$ cat src/shared/pom_consts.svh
/*
  Constants of the pulse output modulator: widths, carrier rates, the
  linear map format and the input filter time.
  Assumes nothing; it is included by the package and design files.
*/
`ifndef POM_CONSTS_SVH
`define POM_CONSTS_SVH

// ----------------------------------------------------------------
// Widths
// ----------------------------------------------------------------
`define POM_RES_W 24
`define POM_NRES 8
`define POM_SEL_W 3
`define POM_CODE_W 10
`define POM_NBITS_W 4
`define POM_SLOPE_W 24
`define POM_SLOPE_FRAC 16
`define POM_OFS_W 24
`define POM_PROD_W 49

// ----------------------------------------------------------------
// Clock and carriers, in kHz
// ----------------------------------------------------------------
`define POM_CLK_KHZ 14'd10000
`define POM_CAR_8M_KHZ 14'd8000
`define POM_CAR_1M_KHZ 14'd1000
`define POM_CAR_100K_KHZ 14'd100
`define POM_ACC_W 14
`define POM_CAR_SEL_8M 2'h0
`define POM_CAR_SEL_1M 2'h1
`define POM_CAR_SEL_100K 2'h2

// ----------------------------------------------------------------
// Resolution codes and reset values
// ----------------------------------------------------------------
`define POM_RESN_10 2'h0
`define POM_RESN_9 2'h1
`define POM_RESN_8 2'h2
`define POM_RESN_7 2'h3
`define POM_CODE_RST 10'h000

// ----------------------------------------------------------------
// Input filter: time in ns, cycles rounded up
// ----------------------------------------------------------------
`define POM_CLK_NS 100
`define POM_DEB_NS 10000
`define POM_DEB_CYC ((`POM_DEB_NS + `POM_CLK_NS - 1) / `POM_CLK_NS)
`define POM_DEB_W 7

`endif

$ cat src/shared/pom_pkg.sv
/*
  Types of the pulse output modulator.
  Assumes the constants header is on the include path.
*/
`include "pom_consts.svh"

package pom_pkg;
  typedef logic [`POM_NRES-1:0][`POM_RES_W-1:0] pom_res_arr_t;
  typedef enum logic [1:0] {
    POM_CAR_8M = `POM_CAR_SEL_8M,
    POM_CAR_1M = `POM_CAR_SEL_1M,
    POM_CAR_100K = `POM_CAR_SEL_100K
  } pom_car_t;
  typedef logic [1:0] pom_resn_t;
  typedef logic [`POM_CODE_W-1:0] pom_code_t;
endpackage

$ cat src/shared/pom_chan_if.sv
/*
  Link between the channel front end and one modulator.
  Assumes a single clock shared by both ends.
*/
`timescale 1ns/10ps
`include "pom_consts.svh"

interface pom_chan_if;
  logic [`POM_CODE_W-1:0] code;
  logic [`POM_NBITS_W-1:0] nbits;
  logic pdm;
  logic tick;
  logic pulse;
  modport gen (output code, nbits, pdm, tick, input pulse);
  modport mod (input code, nbits, pdm, tick, output pulse);
endinterface

$ cat src/design/pom_mod.sv
/*
  One modulator: width or density modulation of a code on a carrier.
  Assumes tick is a one-cycle strobe at the carrier rate.
*/
`timescale 1ns/10ps
`include "pom_consts.svh"

module pom_mod (
  // Clock and reset
  input wire logic clk_i,
  input wire logic rst_b_i,
  // Channel link
  pom_chan_if.mod ch
);
  import pom_pkg::*;

  logic [`POM_CODE_W-1:0] cnt, next_cnt, code_l, next_code_l, mask;
  logic [`POM_CODE_W:0] acc, next_acc, sum;
  logic out, next_out, wrap, full;

  assign mask = `POM_CODE_W'(10'h3ff >> (`POM_CODE_W - ch.nbits));
  assign wrap = ch.tick && (cnt >= mask);
  assign ch.pulse = out;

  // ----------------------------------------------------------------
  // Period counter, code latch and accumulator
  // ----------------------------------------------------------------
  always_comb begin
    next_cnt = cnt;
    next_code_l = code_l;
    next_acc = acc;
    sum = acc + {1'b0, code_l};
    if (ch.tick) begin
      // Period is 2^nbits carrier cycles
      next_cnt = wrap ? '0 : cnt + 1'b1;
      // Code only taken at a period boundary, so no torn period
      if (wrap)
        next_code_l = ch.code & mask;
      // First-order overflow spreads the ones evenly
      if (ch.pdm)
        next_acc = (sum > {1'b0, mask}) ? sum - {1'b0, mask} - 1'b1 : sum;
    end
    full = (next_code_l == mask);
    // Zero gives 0 %, the top code gives 100 %
    if (next_code_l == '0)
      next_out = 1'b0;
    else if (full)
      next_out = 1'b1;
    else if (ch.pdm)
      next_out = ch.tick ? (sum > {1'b0, mask}) : out;
    else
      next_out = next_cnt < next_code_l;
  end

  always_ff @(posedge clk_i) begin
    if (!rst_b_i) begin
      cnt <= '0;
      code_l <= `POM_CODE_RST;
      acc <= '0;
      out <= 1'b0;
    end else begin
      cnt <= next_cnt;
      code_l <= next_code_l;
      acc <= next_acc;
      out <= next_out;
    end
  end

  // ----------------------------------------------------------------
  // Checks
  // ----------------------------------------------------------------
  a_zero_low: assert property (@(posedge clk_i) disable iff (!rst_b_i)
    code_l == '0 |-> !out) else $error("zero code not low");
  a_full_high: assert property (@(posedge clk_i) disable iff (!rst_b_i)
    (code_l == mask && $stable(mask)) |-> out) else $error("top code not high");
  a_period_wrap: assert property (@(posedge clk_i) disable iff (!rst_b_i)
    wrap |=> cnt == '0) else $error("period did not wrap");
  a_code_latch: assert property (@(posedge clk_i) disable iff (!rst_b_i)
    $changed(code_l) |-> $past(wrap)) else $error("code changed mid period");
  a_pwm_shape: assert property (@(posedge clk_i) disable iff (!rst_b_i)
    (!ch.pdm && $stable(ch.pdm) && code_l != mask) |-> out == (cnt < code_l))
    else $error("width output wrong");
  c_pdm_run: cover property (@(posedge clk_i) ch.pdm && out ##1 !out);
  c_pwm_wrap: cover property (@(posedge clk_i) !ch.pdm && wrap);
endmodule

$ cat src/design/pom_top.sv
/*
  Two-channel pulse output modulator with port routing and port input
  filters. Results are mapped to codes, which modulate carrier strobes.
  Assumes all inputs are synchronous to clk_i and the external RC
  filter sits on whichever port carries a pulse.
*/
//
// Contract
// - Each channel emits width or density modulation
// - Source select picks any measurement result
// - Carrier selectable: 8 MHz, 1 MHz, 100 kHz
// - Resolution setting; 10 bits spans 0..1023
// - Code equals slope times result plus offset
// - Slope and offset are signed
// - Out-of-range values clamp to range limits
// - Zero is always low, maximum always high
// - Channel a: port 0/2; b: port 1/3
// - SPI mode blocks pulses on ports 0, 1
// - Input ports: optional debounce and pull-up
// - Select pin low means SPI owns ports 0, 1
`timescale 1ns/10ps
`include "pom_consts.svh"

module pom_top (
  // Clock and reset
  input wire logic clk_i,
  input wire logic rst_b_i,
  // Measurement results
  input wire pom_pkg::pom_res_arr_t results_i,
  // Channel a setup
  input wire logic [`POM_SEL_W-1:0] chan_a_source_sel_i,
  input wire pom_pkg::pom_car_t chan_a_carrier_sel_i,
  input wire pom_pkg::pom_resn_t chan_a_resolution_i,
  input wire logic chan_a_pdm_i,
  input wire logic signed [`POM_SLOPE_W-1:0] chan_a_slope_i,
  input wire logic signed [`POM_OFS_W-1:0] chan_a_offset_i,
  input wire logic chan_a_alt_port_i,
  // Channel b setup
  input wire logic [`POM_SEL_W-1:0] chan_b_source_sel_i,
  input wire pom_pkg::pom_car_t chan_b_carrier_sel_i,
  input wire pom_pkg::pom_resn_t chan_b_resolution_i,
  input wire logic chan_b_pdm_i,
  input wire logic signed [`POM_SLOPE_W-1:0] chan_b_slope_i,
  input wire logic signed [`POM_OFS_W-1:0] chan_b_offset_i,
  input wire logic chan_b_alt_port_i,
  // Port setup
  input wire logic interface_select_pin_i,
  input wire logic [3:0] port_direction_bits_i,
  input wire logic [3:0] pullup_en_i,
  input wire logic [3:0] debounce_en_i,
  // Port pins
  input wire logic gp_port_zero_in_i,
  input wire logic gp_port_one_in_i,
  input wire logic gp_port_two_in_i,
  input wire logic gp_port_three_in_i,
  output logic gp_port_zero_out_o,
  output logic gp_port_one_out_o,
  output logic gp_port_two_out_o,
  output logic gp_port_three_out_o,
  output logic gp_port_zero_oe_o,
  output logic gp_port_one_oe_o,
  output logic gp_port_two_oe_o,
  output logic gp_port_three_oe_o,
  output logic [3:0] pullup_on_o,
  // Filtered port inputs
  output logic [3:0] port_in_filt_o,
  // Channel state
  output logic modulated_out_a_o,
  output logic modulated_out_b_o,
  output pom_pkg::pom_code_t chan_a_code_o,
  output pom_pkg::pom_code_t chan_b_code_o
);
  import pom_pkg::*;

  // ----------------------------------------------------------------
  // Helpers
  // ----------------------------------------------------------------
  function automatic logic [`POM_NBITS_W-1:0] res_bits(pom_resn_t r);
    case (r)
      `POM_RESN_10: res_bits = 4'ha;
      `POM_RESN_9: res_bits = 4'h9;
      `POM_RESN_8: res_bits = 4'h8;
      default: res_bits = 4'h7;
    endcase
  endfunction

  function automatic logic [`POM_ACC_W-1:0] car_inc(pom_car_t c);
    case (c)
      POM_CAR_8M: car_inc = `POM_CAR_8M_KHZ;
      POM_CAR_1M: car_inc = `POM_CAR_1M_KHZ;
      default: car_inc = `POM_CAR_100K_KHZ;
    endcase
  endfunction

  // ----------------------------------------------------------------
  // Per-channel settings gathered into arrays
  // ----------------------------------------------------------------
  logic [1:0][`POM_SEL_W-1:0] src;
  pom_car_t [1:0] car;
  pom_resn_t [1:0] resn;
  logic [1:0] pdm, pulse;
  logic signed [1:0][`POM_SLOPE_W-1:0] slope;
  logic signed [1:0][`POM_OFS_W-1:0] ofs;
  pom_code_t [1:0] code;

  assign src = {chan_b_source_sel_i, chan_a_source_sel_i};
  assign car[0] = chan_a_carrier_sel_i;
  assign car[1] = chan_b_carrier_sel_i;
  assign resn = {chan_b_resolution_i, chan_a_resolution_i};
  assign pdm = {chan_b_pdm_i, chan_a_pdm_i};
  assign slope = {chan_b_slope_i, chan_a_slope_i};
  assign ofs = {chan_b_offset_i, chan_a_offset_i};
  assign chan_a_code_o = code[0];
  assign chan_b_code_o = code[1];
  assign modulated_out_a_o = pulse[0];
  assign modulated_out_b_o = pulse[1];

  // ----------------------------------------------------------------
  // Channels: linear map, clamp, carrier strobe, modulator
  // ----------------------------------------------------------------
  genvar g;
  generate
    for (g = 0; g < 2; g++) begin : gen_chan
      pom_chan_if ch ();
      logic signed [`POM_PROD_W-1:0] prod, lin;
      logic [`POM_CODE_W-1:0] mask, next_code;
      logic [`POM_ACC_W-1:0] acc, next_acc, inc;
      logic [`POM_ACC_W:0] sum;
      logic tick, next_tick;

      assign mask = `POM_CODE_W'(10'h3ff >> (4'ha - res_bits(resn[g])));
      // Result is unsigned, slope and offset signed
      // Element selects of a packed array drop the sign, hence the casts
      assign prod = $signed({1'b0, results_i[src[g]]})
                    * $signed(slope[g]);
      // Slope carries fraction bits; floor after the shift
      assign lin = (prod >>> `POM_SLOPE_FRAC)
                   + `POM_PROD_W'($signed(ofs[g]));

      always_comb begin
        // Out-of-range values pin to the limits
        if (lin < 0)
          next_code = '0;
        else if (lin > $signed({39'h0, mask}))
          next_code = mask;
        else
          next_code = lin[`POM_CODE_W-1:0];
        // Fractional divider gives the mean carrier rate
        inc = car_inc(car[g]);
        sum = {1'b0, acc} + {1'b0, inc};
        if (sum >= {1'b0, `POM_CLK_KHZ}) begin
          next_acc = `POM_ACC_W'(sum - {1'b0, `POM_CLK_KHZ});
          next_tick = 1'b1;
        end else begin
          next_acc = sum[`POM_ACC_W-1:0];
          next_tick = 1'b0;
        end
      end

      always_ff @(posedge clk_i) begin
        if (!rst_b_i) begin
          code[g] <= `POM_CODE_RST;
          acc <= '0;
          tick <= 1'b0;
        end else begin
          code[g] <= next_code;
          acc <= next_acc;
          tick <= next_tick;
        end
      end

      assign ch.code = code[g];
      assign ch.nbits = res_bits(resn[g]);
      assign ch.pdm = pdm[g];
      assign ch.tick = tick;
      assign pulse[g] = ch.pulse;

      pom_mod u_mod (
        .clk_i(clk_i),
        .rst_b_i(rst_b_i),
        .ch(ch)
      );

      a_code_range: assert property (@(posedge clk_i)
        disable iff (!rst_b_i)
        $stable(resn[g]) |-> code[g] <= mask)
        else $error("code above range");
      a_neg_clamp: assert property (@(posedge clk_i)
        disable iff (!rst_b_i)
        lin < 0 |=> code[g] == '0)
        else $error("negative value not clamped");
      a_slow_gap: assert property (@(posedge clk_i)
        disable iff (!rst_b_i)
        (tick && car[g] == POM_CAR_100K) ##1 car[g] == POM_CAR_100K
        |-> !tick [*8])
        else $error("slow carrier too fast");
    end
  endgenerate

  // ----------------------------------------------------------------
  // Port routing; SPI mode owns ports 0 and 1
  // ----------------------------------------------------------------
  logic [3:0] pout, poe, next_pout, next_poe;
  logic spi_mode;

  assign spi_mode = !interface_select_pin_i;

  always_comb begin
    // Channel a on port 0 or 2, b on port 1 or 3
    next_pout = {pulse[1] & chan_b_alt_port_i,
                 pulse[0] & chan_a_alt_port_i,
                 pulse[1] & !chan_b_alt_port_i,
                 pulse[0] & !chan_a_alt_port_i};
    next_poe = {chan_b_alt_port_i, chan_a_alt_port_i,
                !chan_b_alt_port_i, !chan_a_alt_port_i};
    // Drive only ports set as outputs
    next_poe = next_poe & ~port_direction_bits_i;
    if (spi_mode)
      next_poe[1:0] = 2'h0;
    next_pout = next_pout & next_poe;
  end

  always_ff @(posedge clk_i) begin
    if (!rst_b_i) begin
      pout <= 4'h0;
      poe <= 4'h0;
    end else begin
      pout <= next_pout;
      poe <= next_poe;
    end
  end

  assign {gp_port_three_out_o, gp_port_two_out_o,
          gp_port_one_out_o, gp_port_zero_out_o} = pout;
  assign {gp_port_three_oe_o, gp_port_two_oe_o,
          gp_port_one_oe_o, gp_port_zero_oe_o} = poe;

  // ----------------------------------------------------------------
  // Input filters and pull-ups
  // ----------------------------------------------------------------
  logic [3:0] raw, filt, next_filt;
  logic [3:0][`POM_DEB_W-1:0] dcnt, next_dcnt;

  assign raw = {gp_port_three_in_i, gp_port_two_in_i,
                gp_port_one_in_i, gp_port_zero_in_i};
  assign port_in_filt_o = filt;
  // Pull-up only when the port is an input
  assign pullup_on_o = pullup_en_i & port_direction_bits_i;

  always_comb begin
    for (int i = 0; i < 4; i++) begin
      next_filt[i] = filt[i];
      next_dcnt[i] = '0;
      // Level must hold for the whole filter time
      if (!debounce_en_i[i])
        next_filt[i] = raw[i];
      else if (raw[i] != filt[i]) begin
        if (dcnt[i] == `POM_DEB_W'(`POM_DEB_CYC - 1))
          next_filt[i] = raw[i];
        else
          next_dcnt[i] = dcnt[i] + 1'b1;
      end
    end
  end

  always_ff @(posedge clk_i) begin
    if (!rst_b_i) begin
      filt <= 4'h0;
      dcnt <= '0;
    end else begin
      filt <= next_filt;
      dcnt <= next_dcnt;
    end
  end

  // ----------------------------------------------------------------
  // Checks
  // ----------------------------------------------------------------
  a_spi_block: assert property (@(posedge clk_i) disable iff (!rst_b_i)
    spi_mode |=> !gp_port_zero_oe_o && !gp_port_one_oe_o)
    else $error("SPI port driven");
  a_dir_block: assert property (@(posedge clk_i) disable iff (!rst_b_i)
    port_direction_bits_i[2] |=> !gp_port_two_oe_o)
    else $error("input port driven");
  a_route_a: assert property (@(posedge clk_i) disable iff (!rst_b_i)
    (!spi_mode && !chan_a_alt_port_i && !port_direction_bits_i[0])
    |=> gp_port_zero_oe_o && gp_port_zero_out_o == $past(pulse[0]))
    else $error("channel a not on port 0");
  a_deb_hold: assert property (@(posedge clk_i) disable iff (!rst_b_i)
    (debounce_en_i[3] && $past(debounce_en_i[3]) && $changed(filt[3]))
    |-> $past(dcnt[3]) == `POM_DEB_W'(`POM_DEB_CYC - 1))
    else $error("filter passed a short glitch");
  c_route_b: cover property (@(posedge clk_i)
    gp_port_three_oe_o && gp_port_three_out_o);
  c_filt_edge: cover property (@(posedge clk_i)
    debounce_en_i[0] && $changed(filt[0]));
endmodule

$ cat config.mk
export PLATFORM = sky130hd
export DESIGN_NAME = pom_top
export DESIGN_NICKNAME = d
export VERILOG_FILES = /design/src/shared/pom_pkg.sv /design/src/shared/pom_chan_if.sv /design/src/design/pom_mod.sv /design/src/design/pom_top.sv
export VERILOG_INCLUDE_DIRS = /design/src /design/src/shared
export SDC_FILE = /design/constraint.sdc
export NUM_CORES = 2
export LEC_CHECK = 0
export BUFFER_PORTS_ARGS = -buffer_cell sky130_fd_sc_hd__buf_2
export CAP_MARGIN = 20
export CORE_UTILIZATION = 55
export CTS_BUF_LIST = sky130_fd_sc_hd__clkbuf_16
export CTS_CLUSTER_SIZE = 25
export DETAILED_ROUTE_END_ITERATION = 16
export HOLD_SLACK_MARGIN = 0.1
export PLACE_DENSITY = 0.7
export SYNTH_ARGS = -nofsm -noshare
export SYNTH_HDL_FRONTEND = slang
export SYNTH_SLANG_ARGS = --single-unit
$ cat constraint.sdc
create_clock -name clk_i -period 16.88 [get_ports clk_i]
set_input_delay 2.532 -clock clk_i [delete_from_list [all_inputs] [get_ports clk_i]]
set_output_delay 2.532 -clock clk_i [all_outputs]
set_load 0.005 [all_outputs]
==> out/qor.txt <==
Outcome - finished clean
Most frequent CP cell - fa_1
RR Startpoint - gen_chan[1].u_mod.code_l[1]
FILL cells - 8544
Share of flip-flops with an asynchronous set or reset - 0
CP Max Fanout - 48
Synth Area in Simple Gates - 0.174
Post-CTS Hold Buffers - 0
Fin nets - 8062
WL met3 - 13700 um
Post-route DRC - 0
Mux contribution to synthesized area - 0.0583
Final period util - 0.871
Hold Violations, Final - 0
Critical Path Sink Type - flip-flop
Layout cells sized above 1 - 0.0979
Largest net degree at the start of global routing - 58
Placed cell areas - 56100 um2
Initial Utilization - 0.559
Final cell count without fillers - 7473
Syn Area/Cell - 8.86 um2
Critical path class - in2reg
Min-delay worst type - reg2reg
Worst slew pin tran - 1.08 ns
Total Wirelength - 155000 um
CP Capture Point - chan_b_code_o[1]
Number of flops mapped to enable cells by yosys - 0
Syn Inst Count - 6032
# Max-Cap Violations - 0
Gr usage total - 0.319
R2R depth - 21
Detailed Place HPWL - 125000 um
Max Slew Vio Count - 0
Final Setup Violations - 0
Final Wtd Congestion - 0.984
Wire length of the first global-routing pass - 246000 um
Max Used Layer - met5
RSZ-0062 raised after global routing - false
Max frequency - 68.0 MHz
Critical Path RT - 17.18 ns
Die outline height - 314 um
Routed vias - 43.3k
Worst hold margin - 0.437 ns
Die X - 314 um
Wire per inst - 20.7 um
Sequential fraction of the synthesis area - 0.0562
CP startpoint kind - primary input
Yosys reg bits - 150
Flop-to-flop setup slack - 12.27 ns
Slowest stage delay, CP - 0.68 ns
Cell Area, Synth - 53500 um2
Final Skew - 0.00982 ns
Count of cell types in the netlist - 84
Post-CTS Resized - 0
DR iter-0 viols - 3287
Setup TNS - 0 ns
Fin area - 56700 um2
Max clock buf depth - 2
Total congestion overflow - 0
Combinational family with the most area after synthesis - adder cells
M1 WL - 64000 um
Clock Sinks - 150
Drt pass-1 iters - 6
Core area - 95600 um2
CTS H-tree depth - 4
Worst r2r dst - gen_chan[1].u_mod.acc[4]
Total CTS buffers - 17
ANT nets after route - 0
Synth Area in Compound Gates - 0.0821
I/O pin count - 363
Rel. slew slack - 0.274
Worst setup path start - chan_b_source_sel_i[0]
Clock transition at path regs - 0.06 ns
Initial antenna violation count - 11
Vias in the first global route - 45.4k
Primary FF master, synth - dfxtp_1
Arr. time, crit path - 15.00 ns
Adder-cell share of the synthesized area - 0.498
Row count - 113
Ys Warns - 0
Die area - 98500 um2
Placed instance count - 7434
Post-layout min period - 14.70 ns
DR vias/cell - 5.80
Post-CTS Setup Inserts - 0
Port bufs - 362
XOR/XNOR Fraction of Synth Area - 0.0324
Worst path slowest cell - buf_4
Clk root buf - clkbuf_16
TritonCTS clock tree - yes
Layout area overhead - 6.09%
Hold path depth - 1
Insertion delay to the later sink of the worst-skew pair - 0.44 ns
Metal2 WL - 71300 um
[registers in the layout (all words and copies together) (netlist names)]
name	flops
chan_a_code_o	10
chan_b_code_o	10
dcnt	28
gen_chan.acc	24
gen_chan.ch.tick	2
gen_chan.u_mod.acc	22
gen_chan.u_mod.ch.pulse	2
gen_chan.u_mod.cnt	20
gen_chan.u_mod.code_l	20
poe	4
port_in_filt_o	4
pout	4
[routing by layer]
metal,GRT usage,vias to the layer above
li1,-,19349
met1,0.423,21656
met2,0.521,1948
met3,0.0602,357
met4,0.118,10
met5,0,-
[cells in the final DEF (no fill, tap or decap), types with 50 or more instances in the layout]
cell and n:
inv_1 1134, fa_1 970, nand2_1 691, ha_1 578, and2_1 562, buf_2 360, a21oi_1 247, nor2_1 218
dfxtp_1 150, xnor2_1 122, o21ai_0 119, mux4_2 94, a21o_1 83, xor2_1 76, nand3_1 62, nor3_1 55
mux2_2 50
[Yosys cell counts, types with 18 or more instances]
cell	n	share of area
a211oi_1	25	0.0035
or2_2	33	0.0039
and3_1	30	0.0035
xnor2_1	122	0.020
nand3_1	62	0.0058
nand2b_1	30	0.0035
and2_1	562	0.066
a21oi_1	247	0.023
nand2_1	691	0.049
fa_1	970	0.36
mux2i_1	37	0.0069
clkbuf_1	249	0.017
xor2_1	76	0.012
dfxtp_1	150	0.056
mux2_2	50	0.011
inv_1	1133	0.080
a21o_1	83	0.012
nor2_1	218	0.015
nor4_1	21	0.0025
or3_1	18	0.0021
mux4_2	94	0.040
o21bai_1	34	0.0048
o21ai_0	119	0.011
a31oi_1	19	0.0022
o21a_1	18	0.0025
ha_1	578	0.14
nor2b_1	41	0.0048
nand4_1	47	0.0055
o211ai_1	18	0.0025
nor3_1	55	0.0051
[worst max-delay path: cells and delay by family]
kind,cells,cell delay (ns)
AOI/OAI and AO/OA,10,2.79
muxes,2,1.04
adders and majority gates,10,4.43
xor gates and xnor gates,2,0.29
and+or+nand+nor,11,2.62
buffers and inverters,7,1.21
[worst min path at each step]
stage / endpoint / from
2_1_floorplan: dcnt[0] / dcnt[0]
3_3_place_gp: dcnt[0] / dcnt[0]
3_5_place_dp: dcnt[21] / dcnt[21]
4_1_cts: dcnt[21] / dcnt[21]
5_1_grt: dcnt[21] / dcnt[21]
6_report: dcnt[21] / dcnt[21]
[through the flow]
step	util	setup WS, ns
finish	0.593	2.18
global route	0.593	1.40
CTS	0.593	2.28
detailed placement	0.587	1.84
global placement	0.587	1.99
floorplan	-	3.33
[logic make-up after synthesis]
group           after synthesis
simple gates               1853
fa+ha+maj                  1548
buf+inv                    1403
compound gates              691
xor+xnor                    198
mux                         187
flops                       150
other cells                   2
[area by class of cell]
type / count / area [um2] / share of cell area
diodes: 7 / 17.5 / 0.000309
clock buffers: 17 / 425 / 0.00750
clock inverters: 14 / 184 / 0.00324
inverters: 1133 / 4250 / 0.0750
multi-input cells: 4509 / 45300 / 0.799
flip-flops and latches: 150 / 3000 / 0.0529
well taps: 1265 / 1580 / 0.0279
repair buffers: 378 / 1940 / 0.0342
Power is left out: the tool's default activity adds up to more than one toggle a clock period on the data nets, which glitch-free logic cannot reach.
